<file path="src/kwdt_regs.vh">
// Register map, field positions, reset values and key codes of the
// keyed watchdog timer. Definitions only; included by kwdt_top.v.
`ifndef KWDT_REGS_VH
`define KWDT_REGS_VH

// ----------------------------------------------------------------------
// Byte offsets within the watchdog window
// ----------------------------------------------------------------------
`define KWDT_ADDR_W        24
`define KWDT_OFS_MODE      24'h224000
`define KWDT_OFS_RELOAD    24'h224004
`define KWDT_OFS_FEED      24'h224008
`define KWDT_OFS_COUNT     24'h22400c
`define KWDT_OFS_CTLKEY    24'h224010
`define KWDT_OFS_WARN      24'h224014
`define KWDT_OFS_WINDOW    24'h224018
`define KWDT_OFS_STATUS    24'h22401c
`define KWDT_OFS_ENABLE    24'h224020
`define KWDT_OFS_PRESCALE  24'h224024
`define KWDT_OFS_PCCAP     24'h224028

// ----------------------------------------------------------------------
// Field positions
// ----------------------------------------------------------------------
`define KWDT_MODE_EN       0
`define KWDT_MODE_ROF      1
`define KWDT_MODE_FLAG     2
`define KWDT_MODE_GUARD    3
`define KWDT_EV_WARN       0
`define KWDT_EV_FEEDERR    1
`define KWDT_EV_TIMEOUT    2
`define KWDT_EV_PROTERR    3

// ----------------------------------------------------------------------
// Reset values and reload minimum
// ----------------------------------------------------------------------
`define KWDT_RST_RELOAD    24'h0000ff
`define KWDT_RST_COUNT     24'h0000ff
`define KWDT_RST_WINDOW    24'hffffff
`define KWDT_RST_PRESCALE  8'hff
`define KWDT_RELOAD_MIN    24'h0000ff

// ----------------------------------------------------------------------
// Key codes
// ----------------------------------------------------------------------
`define KWDT_FEED_KEY1     8'haa
`define KWDT_FEED_KEY2     8'h55
`define KWDT_CTL_KEY1      8'h5a
`define KWDT_CTL_ALL       8'ha0
`define KWDT_CTL_EN        8'ha1
`define KWDT_CTL_ROF       8'ha2
`define KWDT_CTL_GUARD     8'ha3

`endif

</file>
<file path="src/kwdt_top.v">
// Keyed watchdog timer: down counter, keyed feed and control clear,
// feed window, reload guard, warning threshold, four event flags, PC capture.
// Assumes an Avalon-MM master on MCLK and a separate power-on reset input.
//
// Decided for this implementation: the Avalon-MM interface to the registers.
`timescale 1ns/1ps
`default_nettype none
`include "kwdt_regs.vh"

module kwdt_top (
   // Clock and resets
   input  wire        MCLK,
   input  wire        RST_N,
   input  wire        POR_N,
   // Peripheral clock tick and processor program counter
   input  wire        PCLK_TICK,
   input  wire [22:0] CPU_PC,
   // Avalon-MM slave
   input  wire [23:0] AVS_ADDRESS,
   input  wire        AVS_READ,
   input  wire        AVS_WRITE,
   input  wire [31:0] AVS_WRITEDATA,
   input  wire [3:0]  AVS_BYTEENABLE,
   output reg  [31:0] AVS_READDATA,
   output reg         AVS_WAITREQUEST,
   // Watchdog outputs
   output reg         WDOG_IRQ,
   output reg         WDOG_RESET
);

   // -------------------------------------------------------------------
   // State
   // -------------------------------------------------------------------
   reg        dog_enable;
   reg        reset_on_fault;
   reg        reload_guard;
   reg        fault_flag;
   reg [23:0] reload_constant;
   reg [23:0] dog_timer;
   reg        running;
   reg [23:0] count_value;
   reg [9:0]  warn_threshold;
   reg [23:0] feed_window;
   reg [3:0]  event_status;
   reg [3:0]  event_enable;
   reg [7:0]  tick_prescale;
   reg [7:0]  prescale_count;
   reg [22:0] program_counter_capture;
   reg        feed_armed;
   reg        ctl_armed;
   reg        done;

   // -------------------------------------------------------------------
   // Bus decode
   // -------------------------------------------------------------------
   // Each access is taken one cycle after it appears; waitrequest is
   // low only in that cycle, so every access costs exactly two cycles.
   wire       req      = (AVS_READ | AVS_WRITE) & ~done;
   wire       wr       = AVS_WRITE & req;
   wire [7:0] wbyte    = AVS_WRITEDATA[7:0];
   wire       lane0    = AVS_BYTEENABLE[0];
   wire       hit_mode = AVS_ADDRESS == `KWDT_OFS_MODE;
   wire       hit_rel  = AVS_ADDRESS == `KWDT_OFS_RELOAD;
   wire       hit_feed = AVS_ADDRESS == `KWDT_OFS_FEED;
   wire       hit_ctl  = AVS_ADDRESS == `KWDT_OFS_CTLKEY;
   wire       hit_warn = AVS_ADDRESS == `KWDT_OFS_WARN;
   wire       hit_win  = AVS_ADDRESS == `KWDT_OFS_WINDOW;
   wire       hit_st   = AVS_ADDRESS == `KWDT_OFS_STATUS;
   wire       hit_en   = AVS_ADDRESS == `KWDT_OFS_ENABLE;
   wire       hit_pre  = AVS_ADDRESS == `KWDT_OFS_PRESCALE;
   wire       hit_any  = hit_mode | hit_rel | hit_feed | hit_ctl | hit_warn |
                         hit_win | hit_st | hit_en | hit_pre |
                         (AVS_ADDRESS == `KWDT_OFS_COUNT) |
                         (AVS_ADDRESS == `KWDT_OFS_PCCAP);
   wire       acc      = req & hit_any;

   // -------------------------------------------------------------------
   // Key sequences and fault detection
   // -------------------------------------------------------------------
   wire feed_good  = wr & hit_feed & lane0 & (wbyte == `KWDT_FEED_KEY2);
   wire ctl_code   = (wbyte == `KWDT_CTL_ALL) | (wbyte == `KWDT_CTL_EN) |
                     (wbyte == `KWDT_CTL_ROF) | (wbyte == `KWDT_CTL_GUARD);
   wire ctl_good   = wr & hit_ctl & lane0 & ctl_code;
   wire feed_seq   = feed_armed & feed_good;
   wire ctl_seq    = ctl_armed & ctl_good;
   wire seq_broken = acc & ((feed_armed & ~feed_good) |
                            (ctl_armed & ~ctl_good));
   wire early_feed = feed_seq & (dog_timer > feed_window);
   wire feed_err   = seq_broken | early_feed;
   wire feed_ok    = feed_seq & ~early_feed;
   wire rel_wr     = wr & hit_rel & ~feed_armed & ~ctl_armed;
   wire prot_err   = rel_wr & reload_guard &
                     ~(dog_timer < feed_window);
   wire rel_ok     = rel_wr & ~prot_err;
   // Compare with >= so that lowering tick_prescale while the prescaler
   // is above the new limit ends the period at once instead of wrapping.
   wire tick       = PCLK_TICK & (prescale_count >= tick_prescale);
   wire timeout    = running & dog_enable & tick &
                     (dog_timer == 24'h000001);
   wire warn_hit   = dog_timer <= {14'h0000, warn_threshold};
   wire fault      = timeout | feed_err | prot_err;
   // Writes inside a broken sequence do not count as ordinary writes; a write counts
   // only when no sequence is armed; this keeps a stray store harmless.
   wire plain_wr   = wr & ~feed_armed & ~ctl_armed;

   // -------------------------------------------------------------------
   // Key sequence tracking
   // -------------------------------------------------------------------
   always @(posedge MCLK or negedge RST_N) begin
      if (!RST_N) begin
         feed_armed <= 1'b0;
         ctl_armed  <= 1'b0;
      end else if (acc) begin
         feed_armed <= ~feed_armed & ~ctl_armed & wr & hit_feed & lane0 &
                       (wbyte == `KWDT_FEED_KEY1);
         ctl_armed  <= ~feed_armed & ~ctl_armed & wr & hit_ctl & lane0 &
                       (wbyte == `KWDT_CTL_KEY1);
      end
   end

   // -------------------------------------------------------------------
   // Enable, reset-on-fault and guard mode bits: plain writes set, the control key clears
   // -------------------------------------------------------------------
   always @(posedge MCLK or negedge RST_N) begin
      if (!RST_N) begin
         dog_enable     <= 1'b0;
         reset_on_fault <= 1'b0;
         reload_guard   <= 1'b0;
      end else if (ctl_seq) begin
         if (wbyte == `KWDT_CTL_ALL || wbyte == `KWDT_CTL_EN)
            dog_enable <= 1'b0;
         if (wbyte == `KWDT_CTL_ALL || wbyte == `KWDT_CTL_ROF)
            reset_on_fault <= 1'b0;
         if (wbyte == `KWDT_CTL_ALL || wbyte == `KWDT_CTL_GUARD)
            reload_guard <= 1'b0;
      end else if (plain_wr && hit_mode && lane0) begin
         dog_enable     <= dog_enable | wbyte[`KWDT_MODE_EN];
         reset_on_fault <= reset_on_fault | wbyte[`KWDT_MODE_ROF];
         reload_guard   <= reload_guard | wbyte[`KWDT_MODE_GUARD];
      end
   end

   // Survives the watchdog's own reset; only power-on or a mode write with the flag bit at 0 clears it.
   always @(posedge MCLK or negedge POR_N) begin
      if (!POR_N)
         fault_flag <= 1'b0;
      else if (fault)
         fault_flag <= 1'b1;
      else if (plain_wr && hit_mode && lane0 && !wbyte[`KWDT_MODE_FLAG])
         fault_flag <= 1'b0;
   end

   always @(posedge MCLK or negedge POR_N) begin
      if (!POR_N)
         program_counter_capture <= 23'h000000;
      else if ((warn_hit && !event_status[`KWDT_EV_WARN]) ||
               feed_err || prot_err)
         program_counter_capture <= CPU_PC;
   end

   // -------------------------------------------------------------------
   // Configuration registers
   // -------------------------------------------------------------------
   always @(posedge MCLK or negedge RST_N) begin
      if (!RST_N) begin
         reload_constant <= `KWDT_RST_RELOAD;
         warn_threshold  <= 10'h000;
         feed_window     <= `KWDT_RST_WINDOW;
         event_enable    <= 4'h0;
         tick_prescale   <= `KWDT_RST_PRESCALE;
      end else if (plain_wr) begin
         if (rel_ok) begin
            if (AVS_WRITEDATA[23:0] < `KWDT_RELOAD_MIN)
               reload_constant <= `KWDT_RELOAD_MIN;
            else
               reload_constant <= AVS_WRITEDATA[23:0];
         end
         if (hit_warn)
            warn_threshold <= AVS_WRITEDATA[9:0];
         if (hit_win)
            feed_window <= AVS_WRITEDATA[23:0];
         if (hit_en && lane0)
            event_enable <= wbyte[3:0];
         if (hit_pre && lane0)
            tick_prescale <= wbyte;
      end
   end

   // -------------------------------------------------------------------
   // Event status: set wins over write-one-to-clear
   // -------------------------------------------------------------------
   wire [3:0] ev_set = {prot_err, timeout, feed_err, warn_hit};
   wire [3:0] ev_clr = (plain_wr && hit_st && lane0) ? wbyte[3:0] : 4'h0;
   genvar gi;
   generate
      for (gi = 0; gi < 4; gi = gi + 1) begin : g_ev
         always @(posedge MCLK or negedge RST_N) begin
            if (!RST_N)
               event_status[gi] <= 1'b0;
            else if (ev_set[gi])
               event_status[gi] <= 1'b1;
            else if (ev_clr[gi])
               event_status[gi] <= 1'b0;
         end
      end
   endgenerate

   // -------------------------------------------------------------------
   // Prescaler and down counter
   // -------------------------------------------------------------------
   always @(posedge MCLK or negedge RST_N) begin
      if (!RST_N) begin
         prescale_count <= 8'h00;
         dog_timer      <= `KWDT_RST_COUNT;
         running        <= 1'b0;
         count_value    <= `KWDT_RST_COUNT;
      end else begin
         count_value <= dog_timer;
         if (feed_ok) begin
            dog_timer      <= reload_constant;
            prescale_count <= 8'h00;
            running        <= dog_enable;
         end else if (running && dog_enable && PCLK_TICK) begin
            if (tick) begin
               prescale_count <= 8'h00;
               if (dog_timer != 24'h000000)
                  dog_timer <= dog_timer - 24'h000001;
               else
                  running <= 1'b0;
            end else begin
               prescale_count <= prescale_count + 8'h01;
            end
         end
      end
   end

   // -------------------------------------------------------------------
   // Outputs
   // -------------------------------------------------------------------
   // WDOG_RESET is a one-cycle pulse per fault; the chip reset
   // distribution outside this block must stretch it if it needs more.
   // Read data are zero outside the answering cycle, so a fabric that
   // ORs slave read data together needs no further gating.
   always @(posedge MCLK or negedge RST_N) begin
      if (!RST_N) begin
         done            <= 1'b0;
         AVS_WAITREQUEST <= 1'b1;
         AVS_READDATA    <= 32'h00000000;
         WDOG_IRQ        <= 1'b0;
         WDOG_RESET      <= 1'b0;
      end else begin
         done            <= req;
         AVS_WAITREQUEST <= ~req;
         WDOG_IRQ        <= |(event_status & event_enable);
         WDOG_RESET      <= reset_on_fault & fault;
         AVS_READDATA    <= 32'h00000000;
         if (AVS_READ && req) begin
            case (AVS_ADDRESS)
               `KWDT_OFS_MODE:     AVS_READDATA <= {28'h0000000,
                                      reload_guard, fault_flag,
                                      reset_on_fault, dog_enable};
               `KWDT_OFS_RELOAD:   AVS_READDATA <= {8'h00, reload_constant};
               `KWDT_OFS_COUNT:    AVS_READDATA <= {8'h00, count_value};
               `KWDT_OFS_WARN:     AVS_READDATA <= {22'h000000,
                                                    warn_threshold};
               `KWDT_OFS_WINDOW:   AVS_READDATA <= {8'h00, feed_window};
               `KWDT_OFS_STATUS:   AVS_READDATA <= {28'h0000000,
                                                    event_status};
               `KWDT_OFS_ENABLE:   AVS_READDATA <= {28'h0000000,
                                                    event_enable};
               `KWDT_OFS_PRESCALE: AVS_READDATA <= {24'h000000,
                                                    tick_prescale};
               `KWDT_OFS_PCCAP:    AVS_READDATA <= {9'h000,
                                            program_counter_capture};
               default:            AVS_READDATA <= 32'h00000000;
            endcase
         end
      end
   end

endmodule // kwdt_top

`default_nettype wire

</file>
<file path="config.mk">
export PLATFORM = sky130hd
export DESIGN_NAME = kwdt_top
export DESIGN_NICKNAME = d
export VERILOG_FILES = /design/src/kwdt_top.v
export VERILOG_INCLUDE_DIRS = /design/src
export SDC_FILE = /design/constraint.sdc
export NUM_CORES = 1
export LEC_CHECK = 0
export CAP_MARGIN = 25
export CORE_ASPECT_RATIO = 0.6
export CORE_MARGIN = 10
export CORE_UTILIZATION = 64
export DETAILED_ROUTE_END_ITERATION = 7
export DONT_BUFFER_PORTS = 1
export PLACE_DENSITY = 0.8
export SETUP_SLACK_MARGIN = 0.02
export SLEW_MARGIN = 20
export SYNTH_ARGS = -nofsm -noshare
export SYNTH_HDL_FRONTEND = slang
export SYNTH_SLANG_ARGS = --single-unit
</file>
<file path="constraint.sdc">
create_clock -name MCLK -period 3.2 [get_ports MCLK]
set_input_delay 0.64 -clock MCLK [delete_from_list [all_inputs] [get_ports MCLK]]
set_output_delay 0.64 -clock MCLK [all_outputs]
set_load 0.02 [all_outputs]
</file>
==> summary.txt, run 1 <==
Routing
  – Wire per inst: 25.9 um
  – DRT Pass-1 Iters: 5
  – Final ANT Viol Nets: 0
  – Total Wirelength: 28000 um
  – DRC: 0
  – Starting DRC count in detailed routing: 833
  – Via count: 7311
  – Vias per std cell: 6.78

Critical path
  – Crit path depth: 12
  – Crit path cell chain: inv_1 -> ha_1 -> nand3_1 -> nor4_2 -> buf_4 -> nand4_1 -> nand4_1 -> a32oi_1 -> nor3_4 -> buf_4 -> clkbuf_16 -> mux2_2
  – Buf+Inv Stages, Crit Path: 4
  – Critical path arrival: 3.44 ns
  – Crit-path slowest cell: dfstp_2
  – Worst R2R Path Depth: 12
  – Worst Setup End Kind: flop
  – Worst path max stage delay: 0.55 ns
  – Crit path launch type: flop
  – R2r setup slk: 0.08 ns
  – Crit path max-delay family: simple AND/OR/NAND/NOR gates
  – Crit path max fanout: 9
  – WP data required: 3.52 ns
  – Kind of critical path: reg -> reg

Timing
  – RSZ-0062 raised after global routing: false
  – Final Max Tran Viols: 0
  – WHS: 0.0254 ns
  – Maximum clock rate: 321 MHz
  – Slew @ Worst Pin: 0.784 ns
  – Final Hold Fails: 0
  – Final period utilization: 97.4%
  – Sum Neg Setup Slack: 0 ns
  – Setup violators final: 0
  – Period minus WS final: 3.12 ns
  – Relative slew margins: 47.0%
  – Clock Skew: 0.0130 ns

Final layout
  – Layout cells sized above 1: 25.6%
  – Commonest non-fill, non-tap cell in the layout: dfrtp_1
  – Finished Cell Area: 0.0106 mm2
  – Fill cell count: 972
  – Most frequent cells in the layout: dfrtp_1, mux2_2, inv_1, dfstp_2, a22oi_1
  – Footprint of the multi-input gates: 0.00437 mm2
  – Reg area: 0.00478 mm2
  – Final layout net count: 1001
  – P&R area growth vs syn: 10.3%

Power
  – Flop pwr share: 52.1%
  – PwrDens: 433 mW/mm2
  – Worst vdd ir: 0.356 mV
  – Combinational share of power: 1.9%
  – Sw frac: 24.2%
  – Clk pwr share: 46.0%
  – Leakage: 5.01 nW
  – Sw power: 1.11 mW
  – Overall Power: 4.58 mW
  – Int Power: 3.47 mW

Synth
  – Ys async rst share: 100%
  – Cell taking the most area after synthesis: dfrtp_1
  – Ys flop type: dfrtp_1
  – Seq cells post-synth: 188
  – Post-synth EDFFs: 0
  – Syn Inst Count: 854
  – Synth top area cells: dfrtp_1, dfstp_2, mux2_2
  – Netlist Area Pre-Place: 0.00958 mm2
  – Ys Warns: 0
  – Unique masters post-synth: 69
  – Mean Syn Cell Area: 11.2 um2
  – Sequential area share after synthesis: 49.8%
  – Area share of the largest cell type after synthesis: 34.2%

Clock network
  – Max Root-Sink Buffers: 2
  – CTS tree: done
  – Clk_lat worst skew: 0.44 ns
  – Root Buffer Master: clkbuf_16
  – CTS clk-pin slew, worst paths: 0.08 ns
  – H-Tree Depth: 4
  – Number of buffers inserted during clock tree synthesis: 17
  – Clock sinks: 188

Die
  – Die H: 115 um
  – IO Count: 124
  – Core Area: 0.0146 mm2
  – Effective utilization at floorplan: 65.7%
  – Cell Rows: 34
  – Die extent in x: 178 um
  – Die area: 0.0204 mm2

Global route
  – Vias in the first global route: 7537
  – Met2 usage: 41.9%
  – Met1 global-route usage: 36.8%
  – First-pass GRT wire length: 43300 um
  – GRT Overall Usage: 27.6%
  – Most Crowded Layer GR: met2
  – Initial antenna violation count: 0
  – Global routing usage on met3: 9.66%
  – Maximum number of pins on one net before global-route repair: 108
  – Total global routing overflow: 0

Placement
  – Final RePlAce weighted congestion: 0.959
  – Dpl cell area: 0.00988 mm2
  – HPWL after DPL: 19300 um
  – Port bufs: 0

Outcome
  – Status: finished clean

Worst hold path
  – HP Class: in -> async

Run
  – MaxCap Viol Count: 0
cells by family after synthesis:
group	share of synthesized area [%]
simple gates	12.5
flops	49.8
compound gates	12.3
buf+inv	5.02
mux	12.3
fa+ha+maj	5.88
xor+xnor	2.10
other cells	0.0391
layer usage:
layer / vias up / part of all wire, %
li1: 3156 / -
met1: 3683 / 41
met2: 420 / 45
met3: 52 / 12
met4: 0 / 1.9
met5: - / 0
Yosys cell counts (7+ instances only):
| library cell | instances |
|---|---|
| a31oi_1 | 14 |
| o21ai_0 | 21 |
| mux2_2 | 87 |
| or4_1 | 7 |
| nand4_1 | 15 |
| a21oi_1 | 45 |
| xor2_1 | 14 |
| nand2_1 | 42 |
| dfrtp_1 | 131 |
| mux2i_1 | 15 |
| xnor2_1 | 9 |
| ha_1 | 45 |
| nor4_1 | 15 |
| nor3_1 | 15 |
| a22oi_1 | 47 |
| a222oi_1 | 7 |
| clkbuf_1 | 25 |
| nor2_1 | 24 |
| dfstp_2 | 57 |
| inv_1 | 60 |
| buf_2 | 9 |
| and3_1 | 7 |
| nand3_1 | 26 |
| buf_4 | 10 |
sequential cells by signal, summed over array words and instances (netlist names), 4 cells and up:
register,count
AVS_READDATA,24
count_value,24
dog_timer,24
event_enable,4
event_status,4
feed_window,24
prescale_count,8
program_counter_capture,23
reload_constant,24
tick_prescale,8
warn_threshold,10
final cells by class:
type / instances / share of cell area [%]
Clock buffer: 18 / 4.15
Multi-Input combinational cell: 564 / 41.4
Clock inverter: 14 / 1.42
Timing Repair Buffer: 36 / 3.39
Antenna cell: 1 / 0.0237
Tap cell: 198 / 2.34
Inverter: 60 / 2.13
Sequential cell: 188 / 45.2
through the flow:
step / cells / setup slack, ns / util [%]
after floorplan: 861 / 0.409 / -
after global placement: 1041 / 0.129 / 67.7
after detailed placement: 1041 / 0.147 / 67.7
after CTS: 1075 / 0.103 / 72.1
after global routing: 1078 / 0.00144 / 72.4
final: 1079 / 0.0844 / 72.4
final timing paths:
| kind | start | end |
|---|---|---|
| setup / recovery | feed_window[18]$_DFFE_PN1P_ | program_counter_capture[14]$_DFFE_PN0P_ |
| max in group asynchronous | RST_N | AVS_READDATA[6]$_DFF_PN0_ |
| setup reg to reg | feed_window[18]$_DFFE_PN1P_ | program_counter_capture[14]$_DFFE_PN0P_ |
| hold reg to reg | dog_timer[0]$_DFFE_PN1P_ | count_value[0]$_DFF_PN1_ |
| min in group MCLK | AVS_WRITEDATA[5] | tick_prescale[5]$_DFFE_PN1P_ |
| hold / removal | POR_N | program_counter_capture[19]$_DFFE_PN0P_ |
what timing repair did:
action                                  in CTS  in global routing
endpoints found under the hold margin      131                  0
hold buffers                                 2                  0
resized for setup                            0                  2
endpoints found under the setup margin       0                 60
setup buffers                                0                  2
power groups by stage:
stage / clock network [mW] / logic [mW] / registers [mW]
final: 2.11 / 0.0850 / 2.39
after global routing: 2.21 / 0.0949 / 2.39
after CTS: 2.11 / 0.0861 / 2.39
after detailed placement: 0 / 0.0436 / 2.43
after global placement: 0 / 0.0426 / 2.43
after floorplan: 0 / 0.0517 / 2.43
Power figures use the tool's default switching activity.
==> run 2, diff against run 1 <==
--- a/config.mk
+++ b/config.mk
@@ -6,13 +6,16 @@
 export SDC_FILE = /design/constraint.sdc
 export NUM_CORES = 1
 export LEC_CHECK = 0
+export ABC_AREA = 1
 export CAP_MARGIN = 25
+export CELL_PAD_IN_SITES_DETAIL_PLACEMENT = 1
+export CELL_PAD_IN_SITES_GLOBAL_PLACEMENT = 1
 export CORE_ASPECT_RATIO = 0.6
 export CORE_MARGIN = 10
-export CORE_UTILIZATION = 64
+export CORE_UTILIZATION = 51
 export DETAILED_ROUTE_END_ITERATION = 7
 export DONT_BUFFER_PORTS = 1
-export PLACE_DENSITY = 0.8
+export PLACE_DENSITY_LB_ADDON = 0.1
 export SETUP_SLACK_MARGIN = 0.02
 export SLEW_MARGIN = 20
 export SYNTH_ARGS = -nofsm -noshare
==> constraint.sdc (replaced) <==
create_clock -name MCLK -period 3.6 [get_ports MCLK]
set_input_delay 0.72 -clock MCLK [delete_from_list [all_inputs] [get_ports MCLK]]
set_output_delay 0.72 -clock MCLK [all_outputs]
set_load 0.02 [all_outputs]
==> summary.txt, run 2 <==
Critical path
  – Crit path max fanout: 48 (+39)
  – Critical path arrival: 3.46 ns (+0.02 ns)
  – WP data required: 3.95 ns (+0.43 ns)
  – Kind of critical path: reg -> reg
  – Crit path launch type: flop
  – Worst Setup End Kind: flop

Clock network
  – CTS tree: done
  – Max Root-Sink Buffers: 2 (unchanged)
  – Number of buffers inserted during clock tree synthesis: 17 (unchanged)
  – CTS clk-pin slew, worst paths: 0.07 ns (about the same)
  – H-Tree Depth: 4 (unchanged)
  – Clock sinks: 188 (unchanged)
  – Clk_lat worst skew: 0.45 ns (about the same)
  – Root Buffer Master: clkbuf_16
  – Post-CTS setup buffers: 0 (unchanged)

Routing
  – DRC: 0 (unchanged)
  – Wire per inst: 22.3 um (-14%)
  – Starting DRC count in detailed routing: 746 (-10%)
  – DRT Pass-1 Iters: 5 (unchanged)
  – Total Wirelength: 34400 um (+23%)
  – Final ANT Viol Nets: 0 (unchanged)
  – Via count: 8868 (+21%)
  – Vias per std cell: 5.74 (-15%)

Synth
  – Synth top area cells: dfrtp_1, dfstp_2, nand2_1
  – Unique masters post-synth: 42 (-39%)
  – Synth top cells by count: nand2_1, inv_1, dfrtp_1
  – Sequential area share after synthesis: 47.1% (-2.7 points)
  – Count leader, synth: nand2_1
  – Seq cells post-synth: 188 (unchanged)
  – Syn Inst Count: 1267 (+48%)
  – Mean Syn Cell Area: 8.00 um2 (-29%)
  – Post-synth EDFFs: 0 (unchanged)
  – Cell taking the most area after synthesis: dfrtp_1
  – Netlist Area Pre-Place: 0.0101 mm2 (+5.8%)
  – Area share of the largest cell type after synthesis: 32.4% (-1.9 points)
  – Ys Warns: 0 (unchanged)
  – Ys flop type: dfrtp_1
  – Ys async rst share: 100% (unchanged)

Worst hold path
  – HP Class: in -> async

Die
  – Die area: 0.0261 mm2 (+28%)
  – IO Count: 124 (unchanged)
  – Effective utilization at floorplan: 52.6% (-13 points)
  – Die extent in x: 202 um (+13%)
  – Die H: 129 um (+13%)
  – Core Area: 0.0193 mm2 (+32%)
  – Cell Rows: 39 (+15%)

Power
  – Leakage: 5.14 nW (+2.5%)
  – Overall Power: 6.24 mW (+36%)
  – PwrDens: 571 mW/mm2 (+32%)
  – Worst vdd ir: 0.440 mV (+24%)

Outcome
  – Status: finished clean

Global route
  – Total global routing overflow: 0 (unchanged)
  – Most Crowded Layer GR: met1
  – Initial antenna violation count: 1 (+1)
  – First-pass GRT wire length: 53900 um (+24%)
  – Maximum number of pins on one net before global-route repair: 108 (unchanged)
  – Global routing usage on met3: 9.33% (-0.33 points)
  – Met2 usage: 37.2% (-4.8 points)
  – GRT Overall Usage: 26.7% (-0.81 points)
  – Met1 global-route usage: 39.1% (+2.3 points)
  – Vias in the first global route: 9007 (+20%)

Timing
  – Final period utilization: 86.2% (-11 points)
  – Period minus WS final: 3.10 ns (-0.0107 ns)
  – Final Hold Fails: 0 (unchanged)
  – Final setup margin: 0.495 ns (+0.411 ns)
  – Final Max Tran Viols: 0 (unchanged)
  – Slew @ Worst Pin: 0.819 ns (+0.0349 ns)
  – Clock Skew: 0.0149 ns (+0.00197 ns)
  – Maximum clock rate: 322 MHz (+0.35%)
  – RSZ-0062 raised after global routing: false
  – Setup violators final: 0 (unchanged)
  – Relative slew margins: 45.3% (-1.7 points)
  – Sum Neg Setup Slack: 0 ns (unchanged)

Final layout
  – Final layout net count: 1401 (+40%)
  – Most frequent cells in the layout: nand2_1, inv_1, dfrtp_1, o21ai_0, nor2_1
  – Commonest non-fill, non-tap cell in the layout: nand2_1
  – Number of diodes: 0 (-1)
  – P&R area growth vs syn: 7.88%
  – Layout cells sized above 1: 11.0% (-15 points)
  – Finished Cell Area: 0.0109 mm2 (+3.4%)

Run
  – MaxCap Viol Count: 0 (unchanged)

Placement
  – Setup WS pre-CTS: 0.613 ns (+0.466 ns)
  – HPWL after DPL: 25400 um (+31%)
  – Final RePlAce weighted congestion: 0.924 (-3.6%)
  – Dpl cell area: 0.0104 mm2 (+4.9%)
  – Port bufs: 0 (unchanged)
## run 2: changes by cell type after synthesis, moves of 15 or more
cell / before / now
o22ai_1: 1 / 16
mux2_2: 87 / 0
a22oi_1: 47 / 0
inv_1: 60 / 176
o21ai_1: 2 / 25
nor2_1: 24 / 80
a21oi_1: 45 / 27
nand2_1: 42 / 350
nand4_1: 15 / 32
mux2i_1: 15 / 0
o21ai_0: 21 / 127
## run 2: where the power goes
group	internal [mW]	total, mW	switching [mW]	leakage, nW
logic	0.629	1.78	1.15	2.57
registers	2.42	2.72	0.299	2.32
clock network	0.884	1.74	0.855	0.248
## run 2: worst paths after layout
check,start,to,slack [ns],cells after the start
worst max-delay path,feed_window[22]$_DFFE_PN1P_,prescale_count[3]$_DFFE_PN0P_,0.50,13
max in group asynchronous,RST_N,AVS_READDATA[2]$_DFF_PN0_,2.89,1
worst max register to register,feed_window[22]$_DFFE_PN1P_,prescale_count[3]$_DFFE_PN0P_,0.50,13
min in group MCLK,AVS_READ,AVS_WAITREQUEST$_DFF_PN1_,0.36,1
worst min register to register,dog_timer[0]$_DFFE_PN1P_,count_value[0]$_DFF_PN1_,0.40,0
worst min-delay path,POR_N,program_counter_capture[8]$_DFFE_PN0P_,0.08,1
## run 2: worst max-delay path: stages, from the launching register on
cell     delay, ns
dfstp_2       0.61
inv_1         0.06
ha_1          0.28
nand2_1       0.10
nor2_1        0.18
nand2_1       0.13
nor2_1        0.12
nand2_1       0.06
nand3_1       0.16
nand2_1       0.09
nand2_2       0.14
buf_4         0.47
nand3_1       0.36
o22ai_1       0.24
## run 2: per-layer routing
metal	up-vias	share of wire (%)	wire length (um)
met5	-	0	0
met4	0	1.1	363
met3	37	11	3640
met2	336	40	13700
met1	4422	49	16700
li1	4073	-	-
## run 2: cell type report
cell class,instances,area (um2)
fill,2371,8340
timing repair buffer,21,188
clock inverter,10,70.1
multi-input combinational,854,4430
sequential,188,4780
inverter,185,694
clock buffer,22,444
tap,266,333
## run 2: cell families (layout without fill, tap and decap cells)
kind of cell / count (synthesis) / count (layout) / share of synthesized area (%)
DFF: 188 / 188 / 47.1
other: 1 / 8 / 0.0370
and+or+nand+nor: 551 / 551 / 23.2
adders and majority gates: 45 / 45 / 5.56
buffers and inverters: 232 / 238 / 9.45
xor gates and xnor gates: 22 / 22 / 1.90
AOI/OAI and AO/OA: 228 / 228 / 12.7
## run 2: through the flow
step           util [%]  std cells  hold slack [ns]
2_1_floorplan         -       1274            0.370
6_report           56.7       1546           0.0818
4_1_cts            56.7       1545           0.0714
3_5_place_dp       53.8       1511            0.385
5_1_grt            56.7       1546           0.0747
3_3_place_gp       53.8       1511            0.380
## run 2: what timing repair did
item | CTS | global route
resized for setup | 0 | 0
hold endpoints to repair | 131 | 0
hold buffers | 2 | 0
==> run 3, diff against run 2 <==
--- a/config.mk
+++ b/config.mk
@@ -6,13 +6,13 @@
 export SDC_FILE = /design/constraint.sdc
 export NUM_CORES = 1
 export LEC_CHECK = 0
-export ABC_AREA = 1
+export ABC_AREA = 0
 export CAP_MARGIN = 25
 export CELL_PAD_IN_SITES_DETAIL_PLACEMENT = 1
 export CELL_PAD_IN_SITES_GLOBAL_PLACEMENT = 1
 export CORE_ASPECT_RATIO = 0.6
 export CORE_MARGIN = 10
-export CORE_UTILIZATION = 51
+export CORE_UTILIZATION = 55
 export DETAILED_ROUTE_END_ITERATION = 7
 export DONT_BUFFER_PORTS = 1
 export PLACE_DENSITY_LB_ADDON = 0.1
==> summary.txt, run 3 (same netlist as run 1, synthesis figures left out) <==
Critical path
  – R2r setup slk: 0.41 ns (-0.08 ns)
  – RR Startpoint: tick_prescale[4]$_DFFE_PN1P_
  – Crit path max fanout: 10 (-79%)
  – Worst Setup End Kind: flop
  – Worst R2R Path Depth: 8 (-5)
  – Critical path arrival: 3.53 ns (+0.07 ns)
  – Crit path launch type: flop
  – Worst setup path startpoint: tick_prescale[4]$_DFFE_PN1P_
  – Kind of critical path: reg -> reg
  – Capturing point of the worst reg2reg path: dog_timer[10]$_DFFE_PN0P_
  – WP data required: 3.94 ns (about the same)

Die
  – IO Count: 124 (unchanged)
  – Die area: 0.0233 mm2 (-11%)
  – Effective utilization at floorplan: 55.9% (+3.4 points)
  – Cell Rows: 37 (-5.1%)
  – Die extent in x: 190 um (-5.7%)
  – Core Area: 0.0171 mm2 (-11%)
  – Die H: 122 um (-5.4%)

Clock network
  – CTS clk-pin slew, worst paths: 0.07 ns (about the same)
  – Max Root-Sink Buffers: 2 (unchanged)
  – Clk_lat worst skew: 0.46 ns (about the same)
  – Number of buffers inserted during clock tree synthesis: 17 (unchanged)
  – H-Tree Depth: 4 (unchanged)
  – Post-CTS Resized: 0 (unchanged)
  – Root Buffer Master: clkbuf_16
  – CTS tree: done
  – Clock sinks: 188 (unchanged)

Final layout
  – Finished Cell Area: 0.0105 mm2 (-4.3%)
  – Fin util: 61.1% (+4.4 points)
  – Commonest non-fill, non-tap cell in the layout: dfrtp_1
  – P&R area growth vs syn: 9.17%
  – Number of diodes: 0 (unchanged)
  – Most frequent cells in the layout: dfrtp_1, mux2_2, inv_1, dfstp_2, a22oi_1
  – Final layout net count: 991 (-29%)
  – Layout cells sized above 1: 24.1% (+13 points)

Routing
  – Vias per std cell: 6.55 (+14%)
  – Via count: 7236 (-18%)
  – Final ANT Viol Nets: 0 (unchanged)
  – Total Wirelength: 31100 um (-9.6%)
  – Wire per inst: 28.2 um (+27%)
  – Starting DRC count in detailed routing: 604 (-19%)
  – DRT Pass-1 Iters: 5 (unchanged)
  – DRC: 0 (unchanged)

Run
  – MaxCap Viol Count: 0 (unchanged)

Timing
  – Final period utilization: 88.5% (+2.3 points)
  – RSZ-0062 raised after global routing: false
  – Period minus WS final: 3.19 ns (+0.0813 ns)
  – Final Max Tran Viols: 0 (unchanged)
  – Clock Skew: 0.0114 ns (-0.00351 ns)
  – Slew @ Worst Pin: 1.00 ns (+0.185 ns)
  – Final Hold Fails: 0 (unchanged)
  – WHS: 0.0916 ns (+0.00979 ns)
  – Relative slew margins: 32.7% (-13 points)
  – Sum Neg Setup Slack: 0 ns (unchanged)
  – Maximum clock rate: 314 MHz (-2.6%)
  – Setup violators final: 0 (unchanged)

Worst hold path
  – HP Class: in -> async

Placement
  – Dpl cell area: 0.00987 mm2 (-4.8%)
  – Final RePlAce weighted congestion: 0.875 (-5.4%)
  – Port bufs: 0 (unchanged)
  – HPWL after DPL: 21800 um (-14%)

Global route
  – Initial antenna violation count: 1 (unchanged)
  – First-pass GRT wire length: 48300 um (-10%)
  – Total global routing overflow: 0 (unchanged)
  – Maximum number of pins on one net before global-route repair: 108 (unchanged)
  – Vias in the first global route: 8005 (-11%)
  – GRT Overall Usage: 27.3% (+0.57 points)

Power
  – Overall Power: 3.99 mW (-36%)
  – Worst vdd ir: 0.328 mV (-26%)
  – PwrDens: 382 mW/mm2 (-33%)
  – Leakage: 4.92 nW (-4.2%)

Outcome
  – Status: finished clean
## run 3: metal layers
layer  part of all wire, %  global-route usage (%)  up-vias
li1                      -                       -     3122
met1                    44                    35.6     3802
met2                    45                    40.9      253
met3                   9.0                    10.4       57
met5                 0.039                       0        -
met4                   2.5                    10.0        2
## run 3: stage by stage
stage	instances	worst slack (ns)
2_1_floorplan	861	0.729
3_3_place_gp	1070	0.533
3_5_place_dp	1070	0.404
4_1_cts	1104	0.421
5_1_grt	1104	0.170
6_report	1104	0.414
## run 3: worst max-delay path: stages (launching register included)
cell	delay, ns
dfstp_2	0.53
inv_1	0.14
ha_1	0.34
and3_1	0.21
a2111oi_0	0.64
o21ai_1	0.55
nand3_1	0.27
xnor2_1	0.11
mux2_2	0.28
## run 3: report_power, final
part           switching (mW)  internal (mW)  total [mW]  leakage [nW]
Clock                   0.850          0.939        1.79         0.256
Combinational          0.0587         0.0207      0.0794          2.25
Sequential            0.00429           2.12        2.12          2.42
Total                   0.913           3.08        3.99          4.92
## run 3: final cells by class
type | count | area [um2]
Fill cell | 1773 | 6670
Sequential cell | 188 | 4780
Multi-Input combinational cell | 564 | 4360
Clock buffer | 23 | 478
Tap cell | 234 | 293
Timing Repair Buffer | 26 | 265
Inverter | 60 | 225
Clock inverter | 9 | 62.6
## run 3: worst max path at each step
stage / end / cells after the start
2_1_floorplan: program_counter_capture[10]$_DFFE_PN0P_ / 8
3_3_place_gp: program_counter_capture[15]$_DFFE_PN0P_ / 10
3_5_place_dp: program_counter_capture[2]$_DFFE_PN0P_ / 8
4_1_cts: program_counter_capture[8]$_DFFE_PN0P_ / 11
5_1_grt: program_counter_capture[8]$_DFFE_PN0P_ / 11
6_report: dog_timer[10]$_DFFE_PN0P_ / 8
## run 3: what timing repair did
action / in CTS / in global routing
hold endpoints to repair: 131 / 0
hold buffers: 2 / 0
buffers inserted: 0 / 0
